File: config.mk
export PLATFORM = sky130hd
export DESIGN_NAME = sbss_slave
export DESIGN_NICKNAME = d
export VERILOG_FILES = /design/src/design/sbss_pkg.sv /design/src/design/sbss_buf.sv /design/src/design/sbss_slave.sv
export SDC_FILE = /design/constraint.sdc
export NUM_CORES = 1
export LEC_CHECK = 0
export BUFFER_PORTS_ARGS = -buffer_cell sky130_fd_sc_hd__clkbuf_2
export CORE_MARGIN = 2
export CORE_UTILIZATION = 56
export CTS_CLUSTER_SIZE = 8
export DETAILED_ROUTE_END_ITERATION = 7
export GPL_TIMING_DRIVEN = 0
export PLACE_DENSITY = 0.76
export SLEW_MARGIN = 5
export SYNTH_ARGS = -nofsm -noshare
export SYNTH_HDL_FRONTEND = slang
export SYNTH_SLANG_ARGS = --single-unit
File: constraint.sdc
create_clock -name ref_clk -period 2.17 [get_ports ref_clk]
set_input_delay 0.3255 -clock ref_clk [delete_from_list [all_inputs] [get_ports ref_clk]]
set_output_delay 0.3255 -clock ref_clk [all_outputs]
set_load 0.1 [all_outputs]
File: src/design/sbss_pkg.sv
// Purpose: Shared constants and types for the 16-bit serial slave frame block
// Assumes: ref_clk at 100 MHz; serial pins arrive asynchronously
// Notes: Notes on behaviour follow
// Notes on behaviour
// Transfers accepted only while select is low
// Select high: ignore clock/input, output released
// Select falling loads reply into shift register
// Decode only on nonzero multiple of eight clocks
// Input bit sampled on falling serial clock
// Next output bit launched on rising clock
// Host keeps clock low around select edges
// Input words arrive most significant bit first
// Output word sent most significant bit first
// Host clocks sixteen bits per chained device
// Reply set by previous frame's command
// Read returns addressed register next frame
// Input: selector, pointer, twelve-bit payload
// Write updates register at select rising
// Write replies with addressed register next frame
// Output: parity, echoed address, twelve-bit data
// Parity odd over address and data fields; the code generates even parity (whole word XOR is zero)
// Read takes two frames, second carries command
// First reply after reset is status reply
// Command selects sixteen-bit or 2x8-bit protocol
// Internal logic paced by 500 kHz oscillator; the code paces only the status snapshot with it, the rest runs on ref_clk
// 2x8: upper byte sets lower reply byte
// Unknown patterns ignored, error recorded
// Reply top bit driven as select falls
// Clock and select synchronised before use
package sbss_pkg;
	localparam int WORD_W = 16;
	localparam int DATA_W = 12;
	localparam int ADDR_W = 3;
	localparam int BYTE_W = 8;
	// Input and output frame fields
	localparam int SEL_BIT = 15;
	localparam int ADDR_HI = 14;
	localparam int ADDR_LO = 12;
	localparam int DATA_HI = 11;
	localparam int CMP_KEEP_BIT = 7;
	// Pointer zero is the command and status slot
	localparam logic [2:0] CMD_ADDR = 3'h0;
	localparam logic [11:0] NOP_CMD = 12'h000;
	localparam logic [11:0] STATUS_READ_CMD = 12'h5A5;
	localparam logic [11:0] COMPACT_CMD = 12'hC3C;
	localparam logic [11:0] REG_RESET = 12'h000;
	localparam logic [2:0] CNT_RESET = 3'h0;
	// Timing
	localparam int CLK_PERIOD_NS = 10;
	localparam int OSC_FREQ_KHZ = 500;
	localparam int OSC_DIV = 1000000 / (CLK_PERIOD_NS * OSC_FREQ_KHZ);
	localparam logic [7:0] OSC_LAST = 8'(OSC_DIV - 1);
	// Write record handed to the user side: pointer plus data
	localparam int REC_W = ADDR_W + DATA_W;
	localparam int BUF_DEPTH = 2;
	typedef enum logic [1:0] {SBSS_RPL_STATUS, SBSS_RPL_REG, SBSS_RPL_COMPACT} sbss_rpl_t;
endpackage : sbss_pkg

File: src/design/sbss_buf.sv
// Purpose: Two-entry valid/ready buffer for decoded writes
// Assumes: Single clock, synchronous active-high reset
// Notes: Full and empty come straight from the entry count
module sbss_buf import sbss_pkg::*; #(
	parameter int W = REC_W,
	parameter int DEPTH = BUF_DEPTH
) (
	input wire logic ref_clk,
	input wire logic srst,
	input wire logic in_valid,
	output logic in_ready,
	input wire logic [W-1:0] in_data,
	output logic out_valid,
	input wire logic out_ready,
	output logic [W-1:0] out_data
);
	localparam int PW = $clog2(DEPTH);
	logic [W-1:0] mem [DEPTH];
	logic [PW-1:0] wr_ptr, rd_ptr, next_wr_ptr, next_rd_ptr;
	logic [PW:0] count, next_count;
	logic push, pop;

	assign in_ready = (count != (PW+1)'(DEPTH));
	assign out_valid = (count != '0);
	assign out_data = mem[rd_ptr];
	assign push = in_valid && in_ready;
	assign pop = out_valid && out_ready;

	always_comb begin
		next_wr_ptr = wr_ptr;
		next_rd_ptr = rd_ptr;
		next_count = count;
		if (push) begin
			next_wr_ptr = (wr_ptr == PW'(DEPTH - 1)) ? '0 : wr_ptr + 1'b1;
		end
		if (pop) begin
			next_rd_ptr = (rd_ptr == PW'(DEPTH - 1)) ? '0 : rd_ptr + 1'b1;
		end
		if (push && !pop) begin
			next_count = count + 1'b1;
		end else if (pop && !push) begin
			next_count = count - 1'b1;
		end
	end

	always_ff @(posedge ref_clk) begin
		if (srst) begin
			wr_ptr <= '0;
			rd_ptr <= '0;
			count <= '0;
		end else begin
			wr_ptr <= next_wr_ptr;
			rd_ptr <= next_rd_ptr;
			count <= next_count;
		end
		if (push) begin
			mem[wr_ptr] <= in_data;
		end
	end
endmodule : sbss_buf

File: src/design/sbss_slave.sv
// Purpose: 16-bit serial slave frame engine with register file
// Assumes: Serial pins asynchronous to ref_clk; serial clock idles low
// Notes: Writes leave through a two-entry buffer toward the user side
module sbss_slave import sbss_pkg::*; (
	input wire logic ref_clk,
	input wire logic srst,
	input wire logic spi_cs_n,
	input wire logic spi_clk,
	input wire logic spi_si,
	output logic spi_so,
	output logic spi_so_oe,
	input wire logic [11:0] status_in,
	output logic comm_error,
	output logic compact_mode,
	output logic wr_valid,
	input wire logic wr_ready,
	output logic [2:0] wr_addr,
	output logic [11:0] wr_data
);
	// ************************************************
	// Pin synchronisers
	// ************************************************
	logic cs_n_s1, cs_n_s2, cs_n_s3;
	logic clk_s1, clk_s2, clk_s3;
	logic si_s1, si_s2;
	logic cs_fall, cs_rise, clk_fall, clk_rise, cs_act;

	always_ff @(posedge ref_clk) begin
		if (srst) begin
			cs_n_s1 <= 1'b1;
			cs_n_s2 <= 1'b1;
			cs_n_s3 <= 1'b1;
			clk_s1 <= 1'b0;
			clk_s2 <= 1'b0;
			clk_s3 <= 1'b0;
			si_s1 <= 1'b0;
			si_s2 <= 1'b0;
		end else begin
			cs_n_s1 <= spi_cs_n;
			cs_n_s2 <= cs_n_s1;
			cs_n_s3 <= cs_n_s2;
			clk_s1 <= spi_clk;
			clk_s2 <= clk_s1;
			clk_s3 <= clk_s2;
			si_s1 <= spi_si;
			si_s2 <= si_s1;
		end
	end

	assign cs_act = !cs_n_s2 && !cs_n_s3;
	assign cs_fall = !cs_n_s2 && cs_n_s3;
	assign cs_rise = cs_n_s2 && !cs_n_s3;
	// Clock edges count only inside a frame
	assign clk_fall = cs_act && !clk_s2 && clk_s3;
	assign clk_rise = cs_act && clk_s2 && !clk_s3;

	// ************************************************
	// Oscillator tick and status snapshot
	// ************************************************
	logic [7:0] osc_cnt, next_osc_cnt;
	logic [11:0] status_snap, next_status_snap;

	always_comb begin
		next_osc_cnt = (osc_cnt == OSC_LAST) ? 8'h00 : osc_cnt + 8'h01;
		// Status is sampled at the oscillator pace, not every cycle
		next_status_snap = (osc_cnt == OSC_LAST) ? status_in : status_snap;
	end

	always_ff @(posedge ref_clk) begin
		if (srst) begin
			osc_cnt <= 8'h00;
			status_snap <= REG_RESET;
		end else begin
			osc_cnt <= next_osc_cnt;
			status_snap <= next_status_snap;
		end
	end

	// ************************************************
	// Frame engine
	// ************************************************
	logic [15:0] shift, next_shift;
	logic so_q, next_so_q;
	logic [2:0] bit_cnt, next_bit_cnt;
	logic seen_bits, next_seen_bits;
	logic [11:0] regs [8];
	logic [11:0] next_regs [8];
	sbss_rpl_t reply_sel, next_reply_sel;
	logic [2:0] reply_addr, next_reply_addr;
	logic [7:0] cmp_byte, next_cmp_byte;
	logic next_compact_mode, next_comm_error;
	logic rec_valid, next_rec_valid;
	logic [14:0] rec_data, next_rec_data;
	logic rec_ready;
	logic [15:0] load_word;
	logic [11:0] load_data;
	logic count_ok, cmd_write, cmd_read, err_event;
	logic [2:0] dec_addr;
	// Upper-byte swap happens once, on the eighth falling edge only
	logic hi_done, next_hi_done;

	assign count_ok = seen_bits && (bit_cnt == CNT_RESET);
	assign dec_addr = shift[ADDR_HI:ADDR_LO];
	assign cmd_write = cs_rise && count_ok && !compact_mode && shift[SEL_BIT];
	assign cmd_read = cs_rise && count_ok && !compact_mode && !shift[SEL_BIT];

	// Reply word: parity over pointer and data, except the 2x8 compact reply which has none
	always_comb begin
		load_data = (reply_sel == SBSS_RPL_STATUS) ? {comm_error, status_snap[10:0]} :
			regs[reply_addr];
		load_word = {^{reply_addr, load_data}, reply_addr, load_data};
		if (reply_sel == SBSS_RPL_COMPACT) begin
			load_word = {cmp_byte, 8'h00};
		end
	end

	always_comb begin
		next_shift = shift;
		next_so_q = so_q;
		next_bit_cnt = bit_cnt;
		next_seen_bits = seen_bits;
		next_regs = regs;
		next_reply_sel = reply_sel;
		next_reply_addr = reply_addr;
		next_cmp_byte = cmp_byte;
		next_compact_mode = compact_mode;
		next_comm_error = comm_error;
		next_rec_valid = rec_valid && !rec_ready;
		next_rec_data = rec_data;
		err_event = 1'b0;
		next_hi_done = hi_done;
		if (cs_fall) begin
			next_shift = load_word;
			next_so_q = load_word[WORD_W-1];
			next_bit_cnt = CNT_RESET;
			next_seen_bits = 1'b0;
			next_hi_done = 1'b0;
		end
		if (clk_fall) begin
			next_shift = {shift[14:0], si_s2};
			next_bit_cnt = bit_cnt + 3'h1;
			next_seen_bits = 1'b1;
			// After the upper byte of a 2x8 frame the lower reply byte is swapped in
			if (compact_mode && bit_cnt == 3'h7 && !hi_done) begin
				next_shift = {regs[{shift[1:0], si_s2}][7:0], shift[6:0], si_s2};
				next_hi_done = 1'b1;
			end
		end
		if (clk_rise) begin
			next_so_q = shift[WORD_W-1];
		end
		if (cs_rise && count_ok && compact_mode) begin
			// Lower byte steers the upper reply byte of the next frame
			next_cmp_byte = regs[shift[2:0]][7:0];
			next_reply_sel = SBSS_RPL_COMPACT;
			next_compact_mode = shift[CMP_KEEP_BIT];
		end
		if (cmd_write && dec_addr != CMD_ADDR) begin
			next_regs[dec_addr] = shift[DATA_HI:0];
			next_reply_sel = SBSS_RPL_REG;
			next_reply_addr = dec_addr;
			next_rec_data = {dec_addr, shift[DATA_HI:0]};
			next_rec_valid = 1'b1;
			// Pending record is overwritten; the error flags the loss
			if (rec_valid && !rec_ready) begin
				err_event = 1'b1;
			end
		end
		if (cmd_write && dec_addr == CMD_ADDR) begin
			next_reply_sel = SBSS_RPL_STATUS;
			next_reply_addr = CMD_ADDR;
			case (shift[DATA_HI:0])
				NOP_CMD: begin
				end
				STATUS_READ_CMD: begin
					next_comm_error = 1'b0;
				end
				COMPACT_CMD: begin
					next_compact_mode = 1'b1;
				end
				default: begin
					err_event = 1'b1;
				end
			endcase
		end
		if (cmd_read) begin
			next_reply_sel = (dec_addr == CMD_ADDR) ? SBSS_RPL_STATUS : SBSS_RPL_REG;
			next_reply_addr = dec_addr;
		end
		if (err_event) begin
			next_comm_error = 1'b1;
		end
	end

	always_ff @(posedge ref_clk) begin
		if (srst) begin
			shift <= 16'h0000;
			so_q <= 1'b0;
			bit_cnt <= CNT_RESET;
			seen_bits <= 1'b0;
			hi_done <= 1'b0;
			regs <= '{default: REG_RESET};
			reply_sel <= SBSS_RPL_STATUS;
			reply_addr <= CMD_ADDR;
			cmp_byte <= 8'h00;
			compact_mode <= 1'b0;
			comm_error <= 1'b0;
			rec_valid <= 1'b0;
			rec_data <= 15'h0000;
		end else begin
			shift <= next_shift;
			so_q <= next_so_q;
			bit_cnt <= next_bit_cnt;
			seen_bits <= next_seen_bits;
			hi_done <= next_hi_done;
			regs <= next_regs;
			reply_sel <= next_reply_sel;
			reply_addr <= next_reply_addr;
			cmp_byte <= next_cmp_byte;
			compact_mode <= next_compact_mode;
			comm_error <= next_comm_error;
			rec_valid <= next_rec_valid;
			rec_data <= next_rec_data;
		end
	end

	assign spi_so = so_q;
	// Released as soon as select rises; the host ignores the line outside frames
	assign spi_so_oe = !cs_n_s2 && !cs_n_s3;

	// ************************************************
	// Write buffer toward the user side
	// ************************************************
	logic [14:0] buf_out;

	sbss_buf #(.W(REC_W), .DEPTH(BUF_DEPTH)) u_buf (
		.ref_clk(ref_clk),
		.srst(srst),
		.in_valid(rec_valid),
		.in_ready(rec_ready),
		.in_data(rec_data),
		.out_valid(wr_valid),
		.out_ready(wr_ready),
		.out_data(buf_out)
	);

	assign wr_addr = buf_out[14:12];
	assign wr_data = buf_out[11:0];
endmodule : sbss_slave

* Word level (Yosys, flattened, before mapping)
Memories as Yosys holds them, arrays and structs flattened. A register that Yosys moved wholly into a read port is not among the register bits.
Index checks and enable logic that the tools add are counted.
** Word-level totals
- Bits in registers :: 180
- Bits in writable memories :: 30
- Bits of input ports :: 18
- Output and inout bits :: 20
- Memories kept :: 1
** Memory list
- u_buf.mem :: words 2, width 15, read ports 1, clocked after Yosys merged registers in 1, write ports 1, RTL line sbss_buf.sv:18 : logic [W-1:0] mem [DEPTH];
** Cells by class
- Add/sub/neg operators :: 6
- Order comparisons :: 5
- Equal/unequal tests :: 6
- Muxes and demuxes :: 53
- Bitwise logic cells :: 4
- Reduce and logical (&&, ||, !) cells :: 50
** Operators with widths (number)
- 12-bit binary-select mux with 3-bit select :: 3
- 96-bit bitwise mux :: 1
- 16-bit 2-to-1 mux :: 4
- 12-bit 2-to-1 mux :: 4
- 12-bit demux with 3-bit select :: 1
- 8-bit 2-to-1 mux :: 4
- 1-bit 2-to-1 mux :: 25
- 1-bit logical AND :: 23
- 4-bit >= comparator (second input constant) :: 4
- 3-bit NOT with 4-bit output :: 4
- 3-bit 2-to-1 mux :: 5
- 15-bit XOR reduction :: 1
- 12-bit by 11-bit == test with 1-bit output (second input constant) :: 1
- 12-bit == test (second input constant) :: 1
- 12-bit zero test :: 1
- 2-bit 2-to-1 mux :: 6
- 2-bit nonzero test :: 6
- 1-bit zero test :: 10
- 8-bit by 1-bit adder with 8-bit output (second input constant) :: 1
- 8-bit == test (second input constant) :: 1
- 3-bit zero test :: 2
- 3-bit nonzero test :: 2
- 4-bit by 1-bit less-than comparator with 1-bit output (second input constant) :: 1
- 4-bit nonzero test :: 1
- 11 further kinds :: 12

* Depth between registers and ports, before layout
- Word-level depth :: 11
- Mapped depth :: 10
- Gate-level depth less buffers :: 8

* Modules after synthesis
From an unflattened synthesis, not the netlist that was laid out.
** Unflattened totals
- Cells, all modules :: 935
- Area total of the unflattened synthesis :: 9887.0 um^2
** Modules (own cells, without submodules)
- sbss_slave :: instances 1, cells each 864, area an instance 8582.0 um^2
- sbss_buf :: instances 1, cells each 71, area an instance 1305.0 um^2

* Worst setup path after synthesis
Ideal clock, no wire load.
- Path kind :: reg2reg
- From :: reg cs_n_s3
- To :: reg shift[8]
- Setup time :: 114 ps
- Arrival :: 2670 ps
- Path slack :: -615 ps
- Cell stages (with the launch flop) :: 6
- Clock period less this slack :: 2785 ps
- Cells stage by stage :: dfxtp_1 -> nor2_1 -> nand3b_1 -> nand2_1 -> nor2_1 -> a2111oi_0
** On the way
- Longest elaborated chain between the ends :: 5
- Elaborated cells on any way between the ends :: 7
- Those cells by class :: mux (1); reduce/logical (6)
** Ends and longest elaborated chain
- from (decl) :: RTL line sbss_slave.sv:23 : logic cs_n_s1, cs_n_s2, cs_n_s3;
- from (signal assigned) :: RTL line sbss_slave.sv:41 : cs_n_s3 <= cs_n_s2;
- 1-bit zero test (*)
- 1-bit logical AND (*)
- named net spi_so_oe :: RTL line sbss_slave.sv:11 : output logic spi_so_oe,
- 1-bit logical AND (*) (2 in series) :: RTL line sbss_slave.sv:54 : assign clk_fall = cs_act && !clk_s2 && clk_s3;
- 16-bit 2-to-1 mux / 2-bit nonzero test (equally long branches)
- to (signal assigned) :: RTL line sbss_slave.sv:211 : shift <= next_shift;
- to (decl) :: RTL line sbss_slave.sv:82 : logic [15:0] shift, next_shift;
The timed path passes the listed nets; every way through them passes the cells marked *.
A chain may end at the register's enable or synchronous reset.

* Final worst setup path
- From :: reg reply_addr[0]
- To :: reg so_q (netlist: spi_so)
** On the way
- Longest elaborated chain between the ends :: 9
** Ends and longest elaborated chain
- from (decl) :: RTL line sbss_slave.sv:89 : logic [2:0] reply_addr, next_reply_addr;
- from (signal assigned) :: RTL line sbss_slave.sv:218 : reply_addr <= next_reply_addr;
- 3-bit NOT with 4-bit output (not written as such) :: RTL line sbss_slave.sv:110 : regs[reply_addr];
- 12-bit binary-select mux with 3-bit select :: RTL line sbss_slave.sv:110
- 12-bit 2-to-1 mux (not written as such) (2 in series) :: RTL line sbss_slave.sv:110
- 12-bit 2-to-1 mux :: RTL line sbss_slave.sv:109 : load_data = (reply_sel == SBSS_RPL_STATUS) ? {comm_error, status_snap[10:0]} :
- 15-bit XOR reduction (*) :: RTL line sbss_slave.sv:111 : load_word = {^{reply_addr, load_data}, reply_addr, load_data};
- 16-bit 2-to-1 mux (*) :: RTL line sbss_slave.sv:112 : if (reply_sel == SBSS_RPL_COMPACT) begin
- 1-bit 2-to-1 mux (*) :: RTL line sbss_slave.sv:132 : if (cs_fall) begin
- 1-bit 2-to-1 mux (*) :: RTL line sbss_slave.sv:149 : if (clk_rise) begin
- to (signal assigned) :: RTL line sbss_slave.sv:212 : so_q <= next_so_q;
- to (decl) :: RTL line sbss_slave.sv:83 : logic so_q, next_so_q;
Every way passes the cells marked *; elsewhere a longest branch is shown, timed or not. The select of a mux whose other input is x is not followed.

==> results.toml <==
[outcome]
status = "finished, violations left"
violations = "setup timing"

[yosys]
yosysTopAreaCell = "dfxtp_1"
netlist_instances = 1021
async_reset_ff_share_pct = 0
synth_area_leaders = "dfxtp_1 37%, mux2i_1 10%, edfxtp_1 9.2%, mux4_2 7.3%, nand2_1 6.5%"
ys_top_cells_by_count = "181 x dfxtp_1, 171 x nand2_1, 106 x a21oi_1"
synth_cell_type_count = 46
synth_nets = 1044
ys_seq_area_share_pct = 46.09
yosysWarnings = 0
ys_seq_elements = 211
yosysMostFrequentCell = "dfxtp_1"
netlist_area_um2 = 9816
netlist.area_leader.share_pct = 36.92
avgSynthCellArea_um2 = 9.614
synth_ff_type = "dfxtp_1"
synth_edf_count = 30

[routing]
antenna_left = 0
drcViolationCount = 0
initialDrtViolationCount = 931
via_per_inst = 6.109
routed-via-count = 8216
drt-total-wl_mm = 29.03
first_pass_iters = 7
routedWlPerCell_um = 21.58

[cts]
h-tree-depth = 1
cts_tree = "yes"
clock_sinks = 211
clk_latency_ns = 0.54
clock_path_buffers = 3
cts_buffers = 30
clk_pin_slew_ns = 0.05
ctsRootBufferMaster = "clkbuf_16"

[sta]
whs_ns = 0.01406
max_slew_margin_pct = 16.63
hold_viol = 0
fmax_mhz = 395.2
layout_setup_ws_ns = -0.3606
slew_viol_final = 0
setup_tns_ns = -0.7051
worstMarginPinSlew_ns = 1.246
setup_violations = 2
finalCriticalPeriod_ns = 2.531
fin_skew_ns = 0.01065
rsz0062_at_grt = "true"
min_period_over_period_pct = 116.6

[pwr]
netSwitchingFraction_pct = 22.35
cellLeakagePower_nw = 4.217
ir_worst_vdd_mv = 0.7060
comb_power_share_pct = 5.2
p_int_mw = 6.745
p_total_mw = 8.686
power.density_nw_per_um2 = 731.4
p_sw_mw = 1.941
p_clk_share_pct = 48.6
power_frac_seq_pct = 46.2

[floorplan]
die_w_um = 136.4
start_util_pct = 56.95
rows = 48
num_io_pins = 38
die_h_um = 136.4
core_area_um2 = 17240
die-area_um2 = 18600

[worst_setup_path]
crit_fanout = 8
endpoint_kind = "flip-flop"
crit_required_ns = 2.56
reg2reg_depth = 11
worstSetupPathType = "reg2reg"
worst_setup_path_start_kind = "flip-flop"
crit_arrival_ns = 2.92

[finish]
diodes = 0
fin_util_pct = 68.90
syn_to_final_growth_pct = 20.98
fin_nets = 1135
stdcell_area_um2 = 11880
seqCellArea_um2 = 4538
fillers = 1309
multi_input_area_um2 = 5239
drive_gt1_share_pct = 22.14

[placement]
post-dp-hpwl_mm = 19.78
port-buffer-count = 36
dpl_cell_area_um2 = 10290
gp_congestion = 1.003

[min_path]
hold_path_class = "in2reg"
hold_path_depth = 2

[global_routing]
overflow = 0
grt_max_degree = 16
grt_pass1_wl_mm = 43.08
grtUsageTotal_pct = 31.12
grt_antenna_before_repair = 0
first_global_vias = 7681

[flow_run]
maxCapViolations = 0
per-layer routing:
layer | vias to the layer above | part of all wire, % | GRT usage, %
li1 | 3754 | - | -
met1 | 3925 | 40 | 40.35
met2 | 423 | 46 | 49.02
met3 | 112 | 8.5 | 6.264
met4 | 2 | 5.7 | 16.78
met5 | - | 0.30 | 0
per-stage QoR:
| stage | cells | setup WS, ns |
|---|---|---|
| after detailed placement | 1282 | -0.6737 |
| after CTS | 1328 | -0.3022 |
| after global placement | 1282 | -0.6714 |
| final | 1345 | -0.3606 |
| after floorplan | 1021 | 0.08337 |
| after global routing | 1345 | -0.4226 |
power groups by stage:
stage	registers, mW	clock network [mW]	logic, mW
6_report	4.01	4.22	0.452
5_1_grt	4.01	4.45	0.476
4_1_cts	4.01	4.25	0.444
3_5_place_dp	4.08	0	0.435
3_3_place_gp	4.08	0	0.432
2_1_floorplan	4.08	0	0.329
sequential cells by signal, summed over array words and instances, names as in the netlist, 2 cells and up, named ones only:
register,cells
status_snap,11
reply_sel,2
bit_cnt,3
regs,96
u_buf.count,2
cmp_byte,8
shift,16
u_buf.mem,30
osc_cnt,8
rec_data,15
reply_addr,3
timing repair:
| action | CTS | global route |
|---|---|---|
| endpoints found under the setup margin | 143 | 106 |
| buffers inserted | 9 | 15 |
| pin swaps | 12 | 15 |
| cloned | 0 | 2 |
| gates resized for setup | 75 | 83 |
| hold endpoints to repair | 1 | 0 |
| hold buffers | 1 | 0 |
path summary, 6_finish.rpt:
path | start | to | slack (ns)
max reg2reg | reply_addr[0] | spi_so | -0.36
min reg2reg | cs_n_s1 | cs_n_s2 | 0.41
max | reply_addr[0] | spi_so | -0.36
min | spi_si | si_s1 | 0.01
worst max-delay path: stages (launching register included):
cell	delay, ns
dfxtp_2	0.32
buf_6	0.12
buf_12	0.15
buf_12	0.13
buf_4	0.17
mux2i_1	0.29
a22oi_2	0.14
a31oi_4	0.23
xnor2_2	0.14
xnor3_1	0.38
xnor2_2	0.21
o22ai_1	0.10
cell usage in the layout, fill, tap and decap left out, types with 12 or more instances in the layout:
cell and count:
buf_4 32, clkbuf_2 34, a21oi_1 106, and2_1 13, clkbuf_1 51, clkbuf_16 32
edfxtp_1 30, mux2_2 18, nor2b_1 19, mux2i_1 87, a22oi_1 23, nor2_1 93
mux4_2 32, nand3_1 12, nand2_1 170, dfxtp_1 170
cell type report:
| class | count | share of cell area [%] |
|---|---|---|
| Sequential cell | 211 | 38.22 |
| Multi-Input combinational cell | 720 | 44.12 |
| Clock buffer | 39 | 6.785 |
| Buffer | 80 | 4.267 |
| Clock inverter | 1 | 0.2529 |
| Inverter | 6 | 0.1897 |
| Timing Repair Buffer | 63 | 3.804 |
| Tap cell | 225 | 2.371 |
logic make-up after synthesis:
group | synth area share, %
adders and majority gates | 0.6373
buffers and inverters | 4.194
and+or+nand+nor | 16.75
xor gates and xnor gates | 2.205
muxes | 19.55
AOI/OAI and AO/OA | 10.57
DFF | 46.09
(Power assumes the default switching activity.)
